File: config.mk
export PLATFORM = sky130hd
export DESIGN_NAME = pet_timer
export DESIGN_NICKNAME = d
export VERILOG_FILES = /design/src/logic/pet_elapsed.v /design/src/logic/pet_timer.v
export VERILOG_INCLUDE_DIRS = /design/src /design/src/pkg
export SDC_FILE = /design/constraint.sdc
export NUM_CORES = 1
export LEC_CHECK = 0
export ABC_AREA = 1
export BUFFER_PORTS_ARGS = -buffer_cell sky130_fd_sc_hd__buf_2
export CORE_MARGIN = 2
export CORE_UTILIZATION = 35
export CTS_CLUSTER_SIZE = 40
export DETAILED_ROUTE_END_ITERATION = 10
export GPL_ROUTABILITY_DRIVEN = 0
export SYNTH_ARGS = -nofsm -noshare
export SYNTH_HDL_FRONTEND = slang
export SYNTH_SLANG_ARGS = --single-unit
File: constraint.sdc
create_clock -name pclk -period 5.7 [get_ports pclk]
set_input_delay 0.855 -clock pclk [delete_from_list [all_inputs] [get_ports pclk]]
set_output_delay 0.855 -clock pclk [all_outputs]
set_load 0.1 [all_outputs]
File: src/pkg/pet_map.vh
// Purpose: Register map, field layout, reset values and mode codes of the periodic event timer.
// Assumes: APB slave with 32-bit data, one aligned word per register.
// Notes: Included by the timer, its checker and its bench.
//
// Overview of operation
// - Event output is high for exactly one scan cycle per reached set time.
// - Reset input high disables the event output; low enables it.
// - Start day, hour, minute and second settings are compared with the real-time clock.
// - Monthly mode pulses once a month at start day, hour, minute, second.
// - Monthly start day above 31 is 31; short months pulse on their last day.
// - Weekly mode pulses once a week on start weekday at start time.
// - Daily mode pulses once a day at the start hour, minute, second.
// - Time cycle mode starts at start time, then pulses every cycle interval.
// - Once a time cycle runs, start time is ignored until reset goes high.
// - Time cycle: reset high stops cycle and holds start; low arms start compare.
// - Reset cycle mode starts timing on the reset input falling edge.
// - Reset cycle mode also pulses one scan cycle at that falling edge.
// - Reset cycle repeats until reset goes high, which stops it.
// - Interval and start time take hours 0-23, minutes 0-59, seconds 0-59.
`ifndef PET_MAP_VH
`define PET_MAP_VH

`define PET_ADDR_W        12
`define PET_OFS_CTRL      12'h000
`define PET_OFS_START     12'h004
`define PET_OFS_CYCLE     12'h008
`define PET_OFS_STATUS    12'h00C
`define PET_OFS_ELAPSED   12'h010

`define PET_CTRL_MODE_LSB 0
`define PET_CTRL_MODE_MSB 2
`define PET_CTRL_RESET    32'h0000_0002

`define PET_SEC_LSB       0
`define PET_SEC_MSB       5
`define PET_MIN_LSB       8
`define PET_MIN_MSB       13
`define PET_HOUR_LSB      16
`define PET_HOUR_MSB      20
`define PET_DAY_LSB       24
`define PET_DAY_MSB       29
`define PET_START_RESET   32'h0100_0000
`define PET_CYCLE_RESET   32'h0000_0000

`define PET_ST_RUNNING    0
`define PET_ST_EVENT      1
`define PET_ST_RESET_IN   2
`define PET_ST_PENDING    3

`define PET_MODE_MONTHLY  3'h0
`define PET_MODE_WEEKLY   3'h1
`define PET_MODE_DAILY    3'h2
`define PET_MODE_TIMECYC  3'h3
`define PET_MODE_RSTCYC   3'h4

`define PET_DAY_MAX       6'h1F
`define PET_SECS_PER_MIN  17'h0003C
`define PET_SECS_PER_HOUR 17'h00E10
`define PET_SECS_W        17

`endif
File: src/logic/pet_elapsed.v
// Purpose: Counts whole seconds of a running cycle and reloads at the programmed interval.
// Assumes: sec_strobe is one clock wide, once per second, synchronous to pclk.
// Notes: A zero interval never reloads, so such a cycle gives only its start pulse.
`timescale 1ns/1ps
module pet_elapsed #(
  parameter W = 17
) (
  input  wire         pclk,
  input  wire         presetn,
  input  wire         ce,
  input  wire         restart,
  input  wire         run,
  input  wire         sec_strobe,
  input  wire [W-1:0] interval,
  output reg          reload,
  output reg  [W-1:0] count
);

  wire [W-1:0] count_inc;
  assign count_inc = count + {{(W-1){1'b0}}, 1'b1};

  always @(posedge pclk or negedge presetn) begin
    if (!presetn) begin
      count  <= {W{1'b0}};
      reload <= 1'b0;
    end else if (ce) begin
      reload <= 1'b0;
      if (restart || !run) begin
        count <= {W{1'b0}};
      end else if (sec_strobe) begin
        if (interval != {W{1'b0}} && count_inc >= interval) begin
          count  <= {W{1'b0}};
          reload <= 1'b1;
        end else begin
          count <= count_inc;
        end
      end
    end
  end

endmodule

File: src/logic/pet_timer.v
// Purpose: Periodic event timer; monthly, weekly, daily and two repeating cycle modes.
// Assumes: All inputs synchronous to pclk; scan_tick and sec_strobe are one clock wide.
// Notes: Registers over APB; event_out stands from one scan tick to the next.
//
// Chosen here: the APB slave port and the address map.
`timescale 1ns/1ps
`include "pet_map.vh"
module pet_timer (
  input  wire                   pclk,
  input  wire                   presetn,
  input  wire                   clk_en,
  input  wire                   psel,
  input  wire                   penable,
  input  wire                   pwrite,
  input  wire [`PET_ADDR_W-1:0] paddr,
  input  wire [31:0]            pwdata,
  output reg  [31:0]            prdata,
  output reg                    pready,
  output reg                    pslverr,
  input  wire                   scan_tick,
  input  wire                   sec_strobe,
  input  wire [3:0]             rtc_month,
  input  wire [4:0]             rtc_mday,
  input  wire [2:0]             rtc_wday,
  input  wire [4:0]             rtc_hour,
  input  wire [5:0]             rtc_min,
  input  wire [5:0]             rtc_sec,
  input  wire [4:0]             rtc_month_len,
  input  wire                   timer_reset,
  output reg                    event_out,
  output reg                    running
);

  // Power-up field values, sliced from the full reset words so no bits are dropped
  localparam [31:0] CTRL_RST  = `PET_CTRL_RESET;
  localparam [31:0] START_RST = `PET_START_RESET;
  localparam [31:0] CYCLE_RST = `PET_CYCLE_RESET;

  // Control and settings
  reg  [2:0]  mode;
  reg  [5:0]  start_sec;
  reg  [5:0]  start_min;
  reg  [4:0]  start_hour;
  reg  [5:0]  start_day;
  reg  [5:0]  cyc_sec;
  reg  [5:0]  cyc_min;
  reg  [4:0]  cyc_hour;

  // Timing state
  reg         pending;
  reg         match_prev;
  reg         reset_prev;
  reg         restart;

  wire [`PET_SECS_W-1:0] interval;
  wire [`PET_SECS_W-1:0] elapsed;
  wire                   reload;

  // Interval in seconds from hour, minute, second fields
  function [`PET_SECS_W-1:0] hms_to_secs;
    input [4:0] h;
    input [5:0] m;
    input [5:0] s;
    begin
      hms_to_secs = {12'h000, h} * `PET_SECS_PER_HOUR
                  + {11'h000, m} * `PET_SECS_PER_MIN
                  + {11'h000, s};
    end
  endfunction

  // Field range limits; out-of-range writes are held at the top of the range
  function [5:0] clamp6;
    input [5:0] v;
    input [5:0] top;
    begin
      clamp6 = (v > top) ? top : v;
    end
  endfunction

  function [4:0] clamp_hour;
    input [4:0] v;
    begin
      clamp_hour = (v > 5'h17) ? 5'h17 : v;
    end
  endfunction

  assign interval = hms_to_secs(cyc_hour, cyc_min, cyc_sec);

  // Calendar compare
  wire        is_cycle_mode;
  wire [4:0]  eff_day;
  wire        hms_match;
  reg         day_match;
  wire        match;
  wire        match_edge;
  wire        reset_fall;

  assign is_cycle_mode = (mode == `PET_MODE_TIMECYC) || (mode == `PET_MODE_RSTCYC);

  // Start day above 31 already folds to 31 on write; short months fall to their last day
  assign eff_day = (start_day[4:0] > rtc_month_len) ? rtc_month_len : start_day[4:0];

  assign hms_match = ({rtc_hour, rtc_min, rtc_sec} == {start_hour, start_min, start_sec});

  always @* begin
    case (mode)
      `PET_MODE_MONTHLY: day_match = (rtc_mday == eff_day);
      `PET_MODE_WEEKLY:  day_match = ({3'h0, rtc_wday} == start_day);
      `PET_MODE_DAILY:   day_match = 1'b1;
      `PET_MODE_TIMECYC: day_match = 1'b1;
      default:           day_match = 1'b0;
    endcase
  end

  // Only the first clock of a matching second counts, so a set time fires once
  assign match      = hms_match && day_match;
  assign match_edge = match && !match_prev;
  assign reset_fall = reset_prev && !timer_reset;

  // Events that request a pulse in this clock
  reg  calendar_hit;
  reg  cycle_start;
  reg  set_now;

  always @* begin
    calendar_hit = 1'b0;
    cycle_start  = 1'b0;
    if (!timer_reset) begin
      case (mode)
        `PET_MODE_MONTHLY,
        `PET_MODE_WEEKLY,
        `PET_MODE_DAILY: calendar_hit = match_edge;
        `PET_MODE_TIMECYC: cycle_start = match_edge && !running;
        `PET_MODE_RSTCYC: cycle_start = reset_fall;
        default: cycle_start = 1'b0;
      endcase
    end
    set_now = calendar_hit || cycle_start || (reload && running && !timer_reset);
  end

  // Restart lands one clock after the start, so a strobe on the start clock is not counted
  pet_elapsed #(
    .W (`PET_SECS_W)
  ) u_elapsed (
    .pclk       (pclk),
    .presetn    (presetn),
    .ce         (clk_en),
    .restart    (restart),
    .run        (running),
    .sec_strobe (sec_strobe),
    .interval   (interval),
    .reload     (reload),
    .count      (elapsed)
  );

  // APB decode
  wire        setup_phase;
  wire        wr_commit;
  reg         addr_ok;
  reg  [31:0] rd_value;

  assign setup_phase = psel && !penable;
  // Writes land on the access edge only, never on setup
  assign wr_commit   = psel && penable && pready && pwrite;

  // Fields read back clamped, so software sees the values the timer really uses
  always @* begin
    addr_ok  = 1'b1;
    rd_value = 32'h0000_0000;
    case (paddr)
      `PET_OFS_CTRL: rd_value[`PET_CTRL_MODE_MSB:`PET_CTRL_MODE_LSB] = mode;
      `PET_OFS_START: begin
        rd_value[`PET_SEC_MSB:`PET_SEC_LSB]   = start_sec;
        rd_value[`PET_MIN_MSB:`PET_MIN_LSB]   = start_min;
        rd_value[`PET_HOUR_MSB:`PET_HOUR_LSB] = start_hour;
        rd_value[`PET_DAY_MSB:`PET_DAY_LSB]   = start_day;
      end
      `PET_OFS_CYCLE: begin
        rd_value[`PET_SEC_MSB:`PET_SEC_LSB]   = cyc_sec;
        rd_value[`PET_MIN_MSB:`PET_MIN_LSB]   = cyc_min;
        rd_value[`PET_HOUR_MSB:`PET_HOUR_LSB] = cyc_hour;
      end
      `PET_OFS_STATUS: begin
        rd_value[`PET_ST_RUNNING]  = running;
        rd_value[`PET_ST_EVENT]    = event_out;
        rd_value[`PET_ST_RESET_IN] = timer_reset;
        rd_value[`PET_ST_PENDING]  = pending;
      end
      `PET_OFS_ELAPSED: rd_value[`PET_SECS_W-1:0] = elapsed;
      default: addr_ok = 1'b0;
    endcase
  end

  // Answer in the first access cycle; read data is captured at setup
  always @(posedge pclk or negedge presetn) begin
    if (!presetn) begin
      pready  <= 1'b0;
      pslverr <= 1'b0;
      prdata  <= 32'h0000_0000;
    end else if (clk_en) begin
      pready  <= setup_phase;
      pslverr <= setup_phase && !addr_ok;
      if (setup_phase && !pwrite) begin
        prdata <= rd_value;
      end else if (!psel) begin
        prdata <= 32'h0000_0000;
      end
    end
  end

  // Settings
  always @(posedge pclk or negedge presetn) begin
    if (!presetn) begin
      mode       <= CTRL_RST[`PET_CTRL_MODE_MSB:`PET_CTRL_MODE_LSB];
      start_sec  <= START_RST[`PET_SEC_MSB:`PET_SEC_LSB];
      start_min  <= START_RST[`PET_MIN_MSB:`PET_MIN_LSB];
      start_hour <= START_RST[`PET_HOUR_MSB:`PET_HOUR_LSB];
      start_day  <= START_RST[`PET_DAY_MSB:`PET_DAY_LSB];
      cyc_sec    <= CYCLE_RST[`PET_SEC_MSB:`PET_SEC_LSB];
      cyc_min    <= CYCLE_RST[`PET_MIN_MSB:`PET_MIN_LSB];
      cyc_hour   <= CYCLE_RST[`PET_HOUR_MSB:`PET_HOUR_LSB];
    end else if (clk_en && wr_commit) begin
      case (paddr)
        `PET_OFS_CTRL: mode <= pwdata[`PET_CTRL_MODE_MSB:`PET_CTRL_MODE_LSB];
        `PET_OFS_START: begin
          start_sec  <= clamp6(pwdata[`PET_SEC_MSB:`PET_SEC_LSB], 6'h3B);
          start_min  <= clamp6(pwdata[`PET_MIN_MSB:`PET_MIN_LSB], 6'h3B);
          start_hour <= clamp_hour(pwdata[`PET_HOUR_MSB:`PET_HOUR_LSB]);
          start_day  <= clamp6(pwdata[`PET_DAY_MSB:`PET_DAY_LSB], `PET_DAY_MAX);
        end
        `PET_OFS_CYCLE: begin
          cyc_sec  <= clamp6(pwdata[`PET_SEC_MSB:`PET_SEC_LSB], 6'h3B);
          cyc_min  <= clamp6(pwdata[`PET_MIN_MSB:`PET_MIN_LSB], 6'h3B);
          cyc_hour <= clamp_hour(pwdata[`PET_HOUR_MSB:`PET_HOUR_LSB]);
        end
        default: mode <= mode;
      endcase
    end
  end

  wire mode_write;
  assign mode_write = wr_commit && (paddr == `PET_OFS_CTRL);

  // Cycle run state and edge history
  // Edge history resets low, so a reset input already low at power-up is not taken as a fall
  always @(posedge pclk or negedge presetn) begin
    if (!presetn) begin
      running    <= 1'b0;
      restart    <= 1'b0;
      match_prev <= 1'b0;
      reset_prev <= 1'b0;
    end else if (clk_en) begin
      match_prev <= match;
      reset_prev <= timer_reset;
      restart    <= cycle_start;
      if (timer_reset || mode_write || !is_cycle_mode) begin
        running <= 1'b0;
      end else if (cycle_start) begin
        running <= 1'b1;
      end
    end
  end

  // Pulse held for one scan cycle; a request landing on a tick goes out at once
  // Reset high drops the pulse at once rather than waiting for the next scan tick
  always @(posedge pclk or negedge presetn) begin
    if (!presetn) begin
      pending   <= 1'b0;
      event_out <= 1'b0;
    end else if (clk_en) begin
      if (timer_reset) begin
        pending   <= 1'b0;
        event_out <= 1'b0;
      end else if (scan_tick) begin
        event_out <= pending || set_now;
        pending   <= 1'b0;
      end else if (set_now) begin
        pending <= 1'b1;
      end
    end
  end

endmodule

==> reports/results.tsv, run 1 <==
stage	metric	value	unit
status	outcome	complete, no violations	
logic_synthesis	seq_area_frac_synth	0.333	
global_route	grt_pass1_wl	31.0	mm
worst_setup_path	max_stage_delay	540	ps
power_and_ir_drop	ir_worst_vdd	0.000135	V
detailed_routing	viasPerCell	4.82	
floorplanning	start_util	0.357	
worst_hold_path	hold_depth	2	
logic_synthesis	yosysMostFrequentCell	nand2_1	
cells_and_area	area_growth	17.3	%
clock_network	cts_root_buf	clkbuf_16	
global_route	antenna_found_initial	0	
clock_network	clockBufferDepth	2	
place	io_buffers	104	
worst_setup_path	cpMostUsedCell	nand2_2	
worst_setup_path	cp_top_family	adder cells	
logic_synthesis	yosysUniqueCellTypes	50	
power_and_ir_drop	powerDensity	167	nW/µm²
power_and_ir_drop	power	1410	µW
sta	maxSlewHeadroom	0.474	
clock_network	clkTransAtPathRegs	70	ps
logic_synthesis	synthTopCellsByCount	nand2_1, inv_1, dfrtp_1	
sta	fmax	188	MHz
clock_network	clk_latency	360	ps
logic_synthesis	synthTopCellsByArea	dfrtp_1, ha_1, nand2_1	
detailed_routing	wl_met2	8.59	mm
logic_synthesis	syn_area	7220	µm²
worst_setup_path	crit_path_max_fanout	5	
floorplanning	die_area	21800	µm²
detailed_routing	routed-via-count	6369	
detailed_routing	wl	19.2	mm
floorplanning	std_cell_rows	52	
logic_synthesis	async_flop_share	1.00	
worst_setup_path	end_kind	flip-flop	
detailed_routing	wl_met3	766	µm
cells_and_area	drive_above_1_share	0.167	
place	place_area	8060	µm²
global_route	grt_pass1_vias	6041	
floorplanning	io_pins	123	
worst_hold_path	hp-class	reg -> reg	
global_route	overflow	0	
logic_synthesis	synth_top_cell_area_share	0.326	
global_route	grt_usage	0.181	
cells_and_area	num-nets-final	1221	
worst_setup_path	reg2reg_depth	26	
sta	rsz0062_at_grt	false	
sta	hold_violations	0	
sta	tightest_slew	788	ps
sta	min_period	5320	ps
logic_synthesis	synth_area_per_cell	7.70	µm²
logic_synthesis	synthCells	937	
floorplanning	die_w	148	µm
detailed_routing	firstDrtPassIters	4	
place	dpl.cell_count	1303	
logic_synthesis	synth-warning-count	0	
logic_synthesis	synthFlopType	dfrtp_1	
detailed_routing	drt_iter0_drc	328	
sta	tns	0	ps
logic_synthesis	ys_seq_elements	96	
worst_setup_path	path_buf_inv	2	
global_route	grt_start_max_net_pins	50	
cells_and_area	instances_no_fill	1322	
clock_network	cts_buffers	9	
worst_setup_path	slowest_stage	fa_1	
place	dpl.hpwl	15.3	mm
sta	finClkSkew	11.8	ps
detailed_routing	drt-wirelength-per-cell	14.6	µm
sta	min_period_over_period	0.933	
detailed_routing	ant_nets	0	
sta	setup_viol	0	
logic_synthesis	yosysTopAreaCell	dfrtp_1	
run	cap_violations	0	
floorplanning	core-area	20200	µm²
cells_and_area	antennaDiodeCount	0	
cells_and_area	final_area	8470	µm²
logic_synthesis	synth-edff-count	0	
clock_network	clock_sinks	96	
worst_setup_path	cp.arrival	5560	ps
clock_network	htreeDepth	3	
power_and_ir_drop	leakage	0.00455	µW
detailed_routing	drc	0	
clock_network	tritoncts	built	
floorplanning	die_h	148	µm
worst_setup_path	worstSetupPathType	reg -> reg	
sta	drv_slew	0	
detailed_routing	dr.max_layer_used	met4	
detailed_routing	wl_met1	9.49	mm
worst_setup_path	startpoint_type	flip-flop	
worst_setup_path	path_depth	26	
worst_setup_path	worstPathRequired	5940	ps
## path summary, 6_finish.rpt
path,from,endpoint,slack [ps]
max,cyc_min[1],u_elapsed.count[15],380
min reg2reg,prdata[0],prdata[0],480
min in group asynchronous,presetn,prdata[8],510
min,prdata[0],prdata[0],480
max in group asynchronous,presetn,prdata[27],4120
max reg2reg,cyc_min[1],u_elapsed.count[15],380
## worst register-to-register path, delay by kind of cell (launching register included)
family	cells	cell delay, ps
buf+inv	2	120
compound gates	5	890
simple gates	11	980
fa+ha+maj	6	2460
xor+xnor	2	310
flops	1	460
## stage by stage
step / util / hold WS (ps) / worst slack [ps]
after global routing: 0.418 / 510 / 11.2
after CTS: 0.413 / 484 / 45.9
after global placement: 0.398 / 463 / 135
final: 0.418 / 479 / 382
after detailed placement: 0.398 / 467 / 54.6
after floorplan: - / 449 / 545
## cell type report
cell class	instances	area, µm²
Timing Repair Buffer	114	598
Multi-Input combinational cell	671	4250
Clock inverter	6	53.8
Fill cell	2083	11800
Inverter	155	582
Clock buffer	10	239
Sequential cell	96	2410
Tap cell	270	338
## report_power, final
part	switching, µW	total [µW]	internal [µW]
Sequential	0.982	683	682
Combinational	90.0	128	37.6
Clock	289	602	313
Total	380	1410	1030
## sequential cells by signal, summed over array words and instances, names as in the netlist
signal / cells
cyc_hour: 5
cyc_min: 6
cyc_sec: 6
event_out: 1
match_prev: 1
mode: 3
pending: 1
prdata: 27
pready: 1
pslverr: 1
reset_prev: 1
restart: 1
running: 1
start_day: 6
start_hour: 5
start_min: 6
start_sec: 6
u_elapsed.count: 17
u_elapsed.reload: 1
## layout by cell type, fill, tap and decap left out, drive strengths merged, types with 3 or more instances in the layout
master | netlist | final
xor2 | 23 | 23
dfrtp | 94 | 94
a21o | 3 | 3
conb | 1 | 5
o31ai | 5 | 5
o21ai | 76 | 76
a21oi | 43 | 43
nor2 | 67 | 67
nor4 | 6 | 6
fa | 15 | 15
o221ai | 3 | 3
nand4 | 16 | 16
xnor2 | 16 | 16
a221oi | 4 | 4
nand2 | 229 | 231
clkinv | 1 | 4
nor3 | 20 | 20
nand3 | 37 | 37
clkbuf | 12 | 10
ha | 72 | 72
a32o | 3 | 3
o22ai | 10 | 10
buf | 9 | 114
inv | 154 | 155
## layer usage
layer,vias up,GRT usage
met5,-,0
met4,0,0.0519
met3,17,0.0284
met2,128,0.279
met1,2965,0.262
li1,3259,-
## kinds of logic (layout without fill, tap and decap cells)
kind of cell | count (synthesis) | count (layout) | synth area share
AOI/OAI and AO/OA | 158 | 158 | 0.125
buffers and inverters | 176 | 285 | 0.0957
and+or+nand+nor | 378 | 380 | 0.226
xor gates and xnor gates | 39 | 39 | 0.0504
DFF | 96 | 96 | 0.333
muxes | 2 | 2 | 0.00312
other | 1 | 5 | 0.000519
adders and majority gates | 87 | 87 | 0.166
## what timing repair did
action | 4_1_cts | 5_1_grt
resized for setup | 0 | 17
endpoints found under the setup margin | 0 | 18
hold buffers | 0 | 0
setup buffers | 0 | 1
Power figures use the tool's default switching activity.
==> inputs of run 2 (changes only) <==
--- a/config.mk
+++ b/config.mk
@@ -6,7 +6,6 @@
 export SDC_FILE = /design/constraint.sdc
 export NUM_CORES = 1
 export LEC_CHECK = 0
-export ABC_AREA = 1
 export BUFFER_PORTS_ARGS = -buffer_cell sky130_fd_sc_hd__buf_2
 export CORE_MARGIN = 2
 export CORE_UTILIZATION = 35
==> run 2 against run 1 <==
Compared with the run above: the flow now finishes with violations (setup timing); via count down 2.7%; maximum frequency down 8.9%; count of clock-buffer cells in the layout up 2; clock skew down 3.8 ps; critical path depth up 1; synthesized area down 2.5%; clock power up 3.7%; hold slack better by 9.4 ps; sequential share of layout area down 1.4 points; setup slack worse by 520 ps; die area down 2.4%; critical endpoint is now u_elapsed.count[14]; largest cell class unchanged.
==> reports/results.tsv, run 2 <==
stage	metric	value	unit
power_and_ir_drop	seqPwrFrac	0.479	
logic_synthesis	synthCells	775	
place	io_buffers	104	
cells_and_area	largest-register	prdata	
global_route	overflow	0	
worst_setup_path	path_buf_inv	3	
worst_setup_path	crit_path_max_fanout	8	
cells_and_area	final_area	8910	µm²
floorplanning	std_cell_rows	51	
global_route	grt_pass1_vias	6070	
worst_setup_path	reg2reg_depth	27	
global_route	grt_usage	0.194	
logic_synthesis	synthFlopType	dfrtp_1	
detailed_routing	viasPerCell	5.17	
sta	tightest_slew	1240	ps
worst_setup_path	end_kind	flip-flop	
floorplanning	die_h	146	µm
worst_setup_path	critPathLaunch	cyc_min[0]	
worst_setup_path	rr_startpoint	cyc_min[0]	
logic_synthesis	synthTopCellsByCount	nand2_1, dfrtp_1, ha_1	
power_and_ir_drop	switchingPower	355	µW
sta	min_period_over_period	1.02	
detailed_routing	wl	20.3	mm
detailed_routing	drc	0	
sta	min_period	5840	ps
detailed_routing	ant_nets	0	
cells_and_area	area_growth	26.6	%
sta	finClkSkew	8.01	ps
power_and_ir_drop	leakage	0.00454	µW
worst_setup_path	path_depth	27	
clock_network	htreeDepth	3	
clock_network	clockBufferDepth	2	
sta	hold_violations	0	
global_route	antenna_found_initial	0	
sta	tns	-1940	ps
worst_setup_path	crit_end	u_elapsed.count[14]	
sta	setup_viol	18	
worst_setup_path	startpoint_type	flip-flop	
detailed_routing	drt_iter0_drc	451	
power_and_ir_drop	internal_power	1070	µW
power_and_ir_drop	p_clk_frac	0.436	
logic_synthesis	synthTopCellsByArea	dfrtp_1, ha_1, nand2_1	
logic_synthesis	yosysTopAreaCell	dfrtp_1	
detailed_routing	routed-via-count	6195	
floorplanning	die_area	21300	µm²
cells_and_area	antennaDiodeCount	0	
power_and_ir_drop	combPwrFrac	0.085	
clock_network	cts_root_buf	clkbuf_16	
logic_synthesis	seq_area_frac_synth	0.342	
logic_synthesis	synth-edff-count	0	
cells_and_area	final_cell_mix	nand2_1, buf_2, dfrtp_1, ha_1, buf_4	
place	dpl_worst_slack	-355	ps
worst_setup_path	worstSetupPathType	reg -> reg	
detailed_routing	firstDrtPassIters	7	
status	outcome	finished, violations left	
floorplanning	start_util	0.359	
global_route	grt_pass1_wl	32.8	mm
place	place_area	8140	µm²
cells_and_area	largest_reg_flops	27	
global_route	grt_start_max_net_pins	57	
worst_setup_path	cp.arrival	6130	ps
cells_and_area	drive_above_1_share	0.273	
clock_network	clk_latency	350	ps
worst_setup_path	r2r_slack	-140	ps
logic_synthesis	synth-warning-count	0	
logic_synthesis	async_flop_share	1.00	
worst_setup_path	worstPathRequired	6000	ps
floorplanning	core-area	19600	µm²
power_and_ir_drop	switching_share	0.248	
logic_synthesis	synth_area_per_cell	9.09	µm²
sta	drv_slew	0	
power_and_ir_drop	powerDensity	160	nW/µm²
floorplanning	io_pins	123	
clock_network	tritoncts	built	
cells_and_area	num-nets-final	1102	
run	cap_violations	0	
worst_setup_path	reg2reg_to	u_elapsed.count[14]	
power_and_ir_drop	ir_worst_vdd	0.000108	V
worst_hold_path	hp-class	in -> async	
logic_synthesis	yosysMostFrequentCell	nand2_1	
cells_and_area	final_common_cell	nand2_1	
power_and_ir_drop	power	1430	µW
sta	rsz0062_at_grt	true	
worst_setup_path	cp_top_family	adder cells	
clock_network	clock_sinks	96	
clock_network	clkTransAtPathRegs	70	ps
logic_synthesis	syn_area	7040	µm²
clock_network	cts_buffers	9	
logic_synthesis	ys_seq_elements	96	
worst_setup_path	max_stage_delay	590	ps
place	dpl.hpwl	15.6	mm
sta	maxSlewHeadroom	0.172	
sta	setup_slack	-137	ps
floorplanning	die_w	146	µm
detailed_routing	drt-wirelength-per-cell	16.9	µm
cells_and_area	top_regs	prdata (27), u_elapsed.count (17)	
status	failed_checks	setup timing	
logic_synthesis	synth_top_cell_area_share	0.334	
worst_setup_path	slowest_stage	fa_1	
sta	fmax	171	MHz
logic_synthesis	yosysUniqueCellTypes	67	
cells_and_area	nFillCells	1926	
## run 2: repair_timing
action,in CTS,in global routing
endpoints found under the hold margin,0,0
pin swaps,41,41
gates cloned,2,0
hold buffers,0,0
setup buffers,9,3
setup endpoints to repair,18,18
gates resized for setup,33,29
## run 2: stage by stage
stage,instances,hold slack (ps),utilization
6_report,1198,488,0.455
5_1_grt,1198,509,0.455
4_1_cts,1195,486,0.446
3_5_place_dp,1168,465,0.415
3_3_place_gp,1168,464,0.415
2_1_floorplan,779,454,-
## run 2: how the worst min path moves through the flow
stage | start | end
6_report | presetn | u_elapsed.count[9]
5_1_grt | prdata[8] | prdata[8]
2_1_floorplan | restart | restart
4_1_cts | prdata[11] | prdata[11]
3_5_place_dp | prdata[10] | prdata[10]
3_3_place_gp | prdata[11] | prdata[11]
## run 2: power groups by stage
stage               clock (µW)  combinational (µW)  sequential, µW
floorplan                    0                54.1             706
global placement             0                 121             697
detailed placement           0                 122             697
CTS                        637                 123             684
global route               659                 134             684
finish                     624                 122             684
## run 2: cell type report
class	count	area, µm²	area share
tap	265	332	0.0372
clock inverter	4	53.8	0.00604
timing repair buffer	163	970	0.109
sequential	96	2400	0.270
multi-input combinational	602	4700	0.527
inverter	56	210	0.0236
clock buffer	12	246	0.0277
## run 2: cell families after synthesis
| kind of cell | count (synthesis) | synth area share |
|---|---|---|
| xor+xnor | 57 | 0.0720 |
| fa+ha+maj | 87 | 0.171 |
| other cells | 1 | 0.000533 |
| simple gates | 269 | 0.184 |
| flops | 96 | 0.342 |
| mux | 10 | 0.0188 |
| buf+inv | 83 | 0.0496 |
| compound gates | 172 | 0.163 |
## run 2: worst reg2reg max path: stages (launching register included)
cell	delay [ps]
dfrtp_1	410
fa_1	590
fa_1	450
ha_1	280
a21o_1	180
a21oi_2	170
o21bai_1	110
a21oi_2	180
buf_4	140
xnor2_2	110
ha_1	280
ha_4	220
o21a_1	200
buf_4	140
o211ai_1	230
a21oi_2	50
o211ai_1	190
xor2_1	270
ha_1	310
nand3_2	100
nor3_2	50
nor2_1	110
a21boi_1	90
a311oi_2	300
inv_2	100
o22a_4	310
nand2b_4	150
nand2_1	60
## run 2: routing by layer
| layer | vias to the layer above | global-route usage | share of wire | routed length (µm) |
|---|---|---|---|---|
| li1 | 3047 | - | - | - |
| met1 | 2987 | 0.259 | 0.45 | 9100 |
| met2 | 146 | 0.331 | 0.49 | 10000 |
| met3 | 15 | 0.0292 | 0.047 | 946 |
| met4 | 0 | 0.0495 | 0.010 | 211 |
| met5 | - | 0 | 0 | 0 |
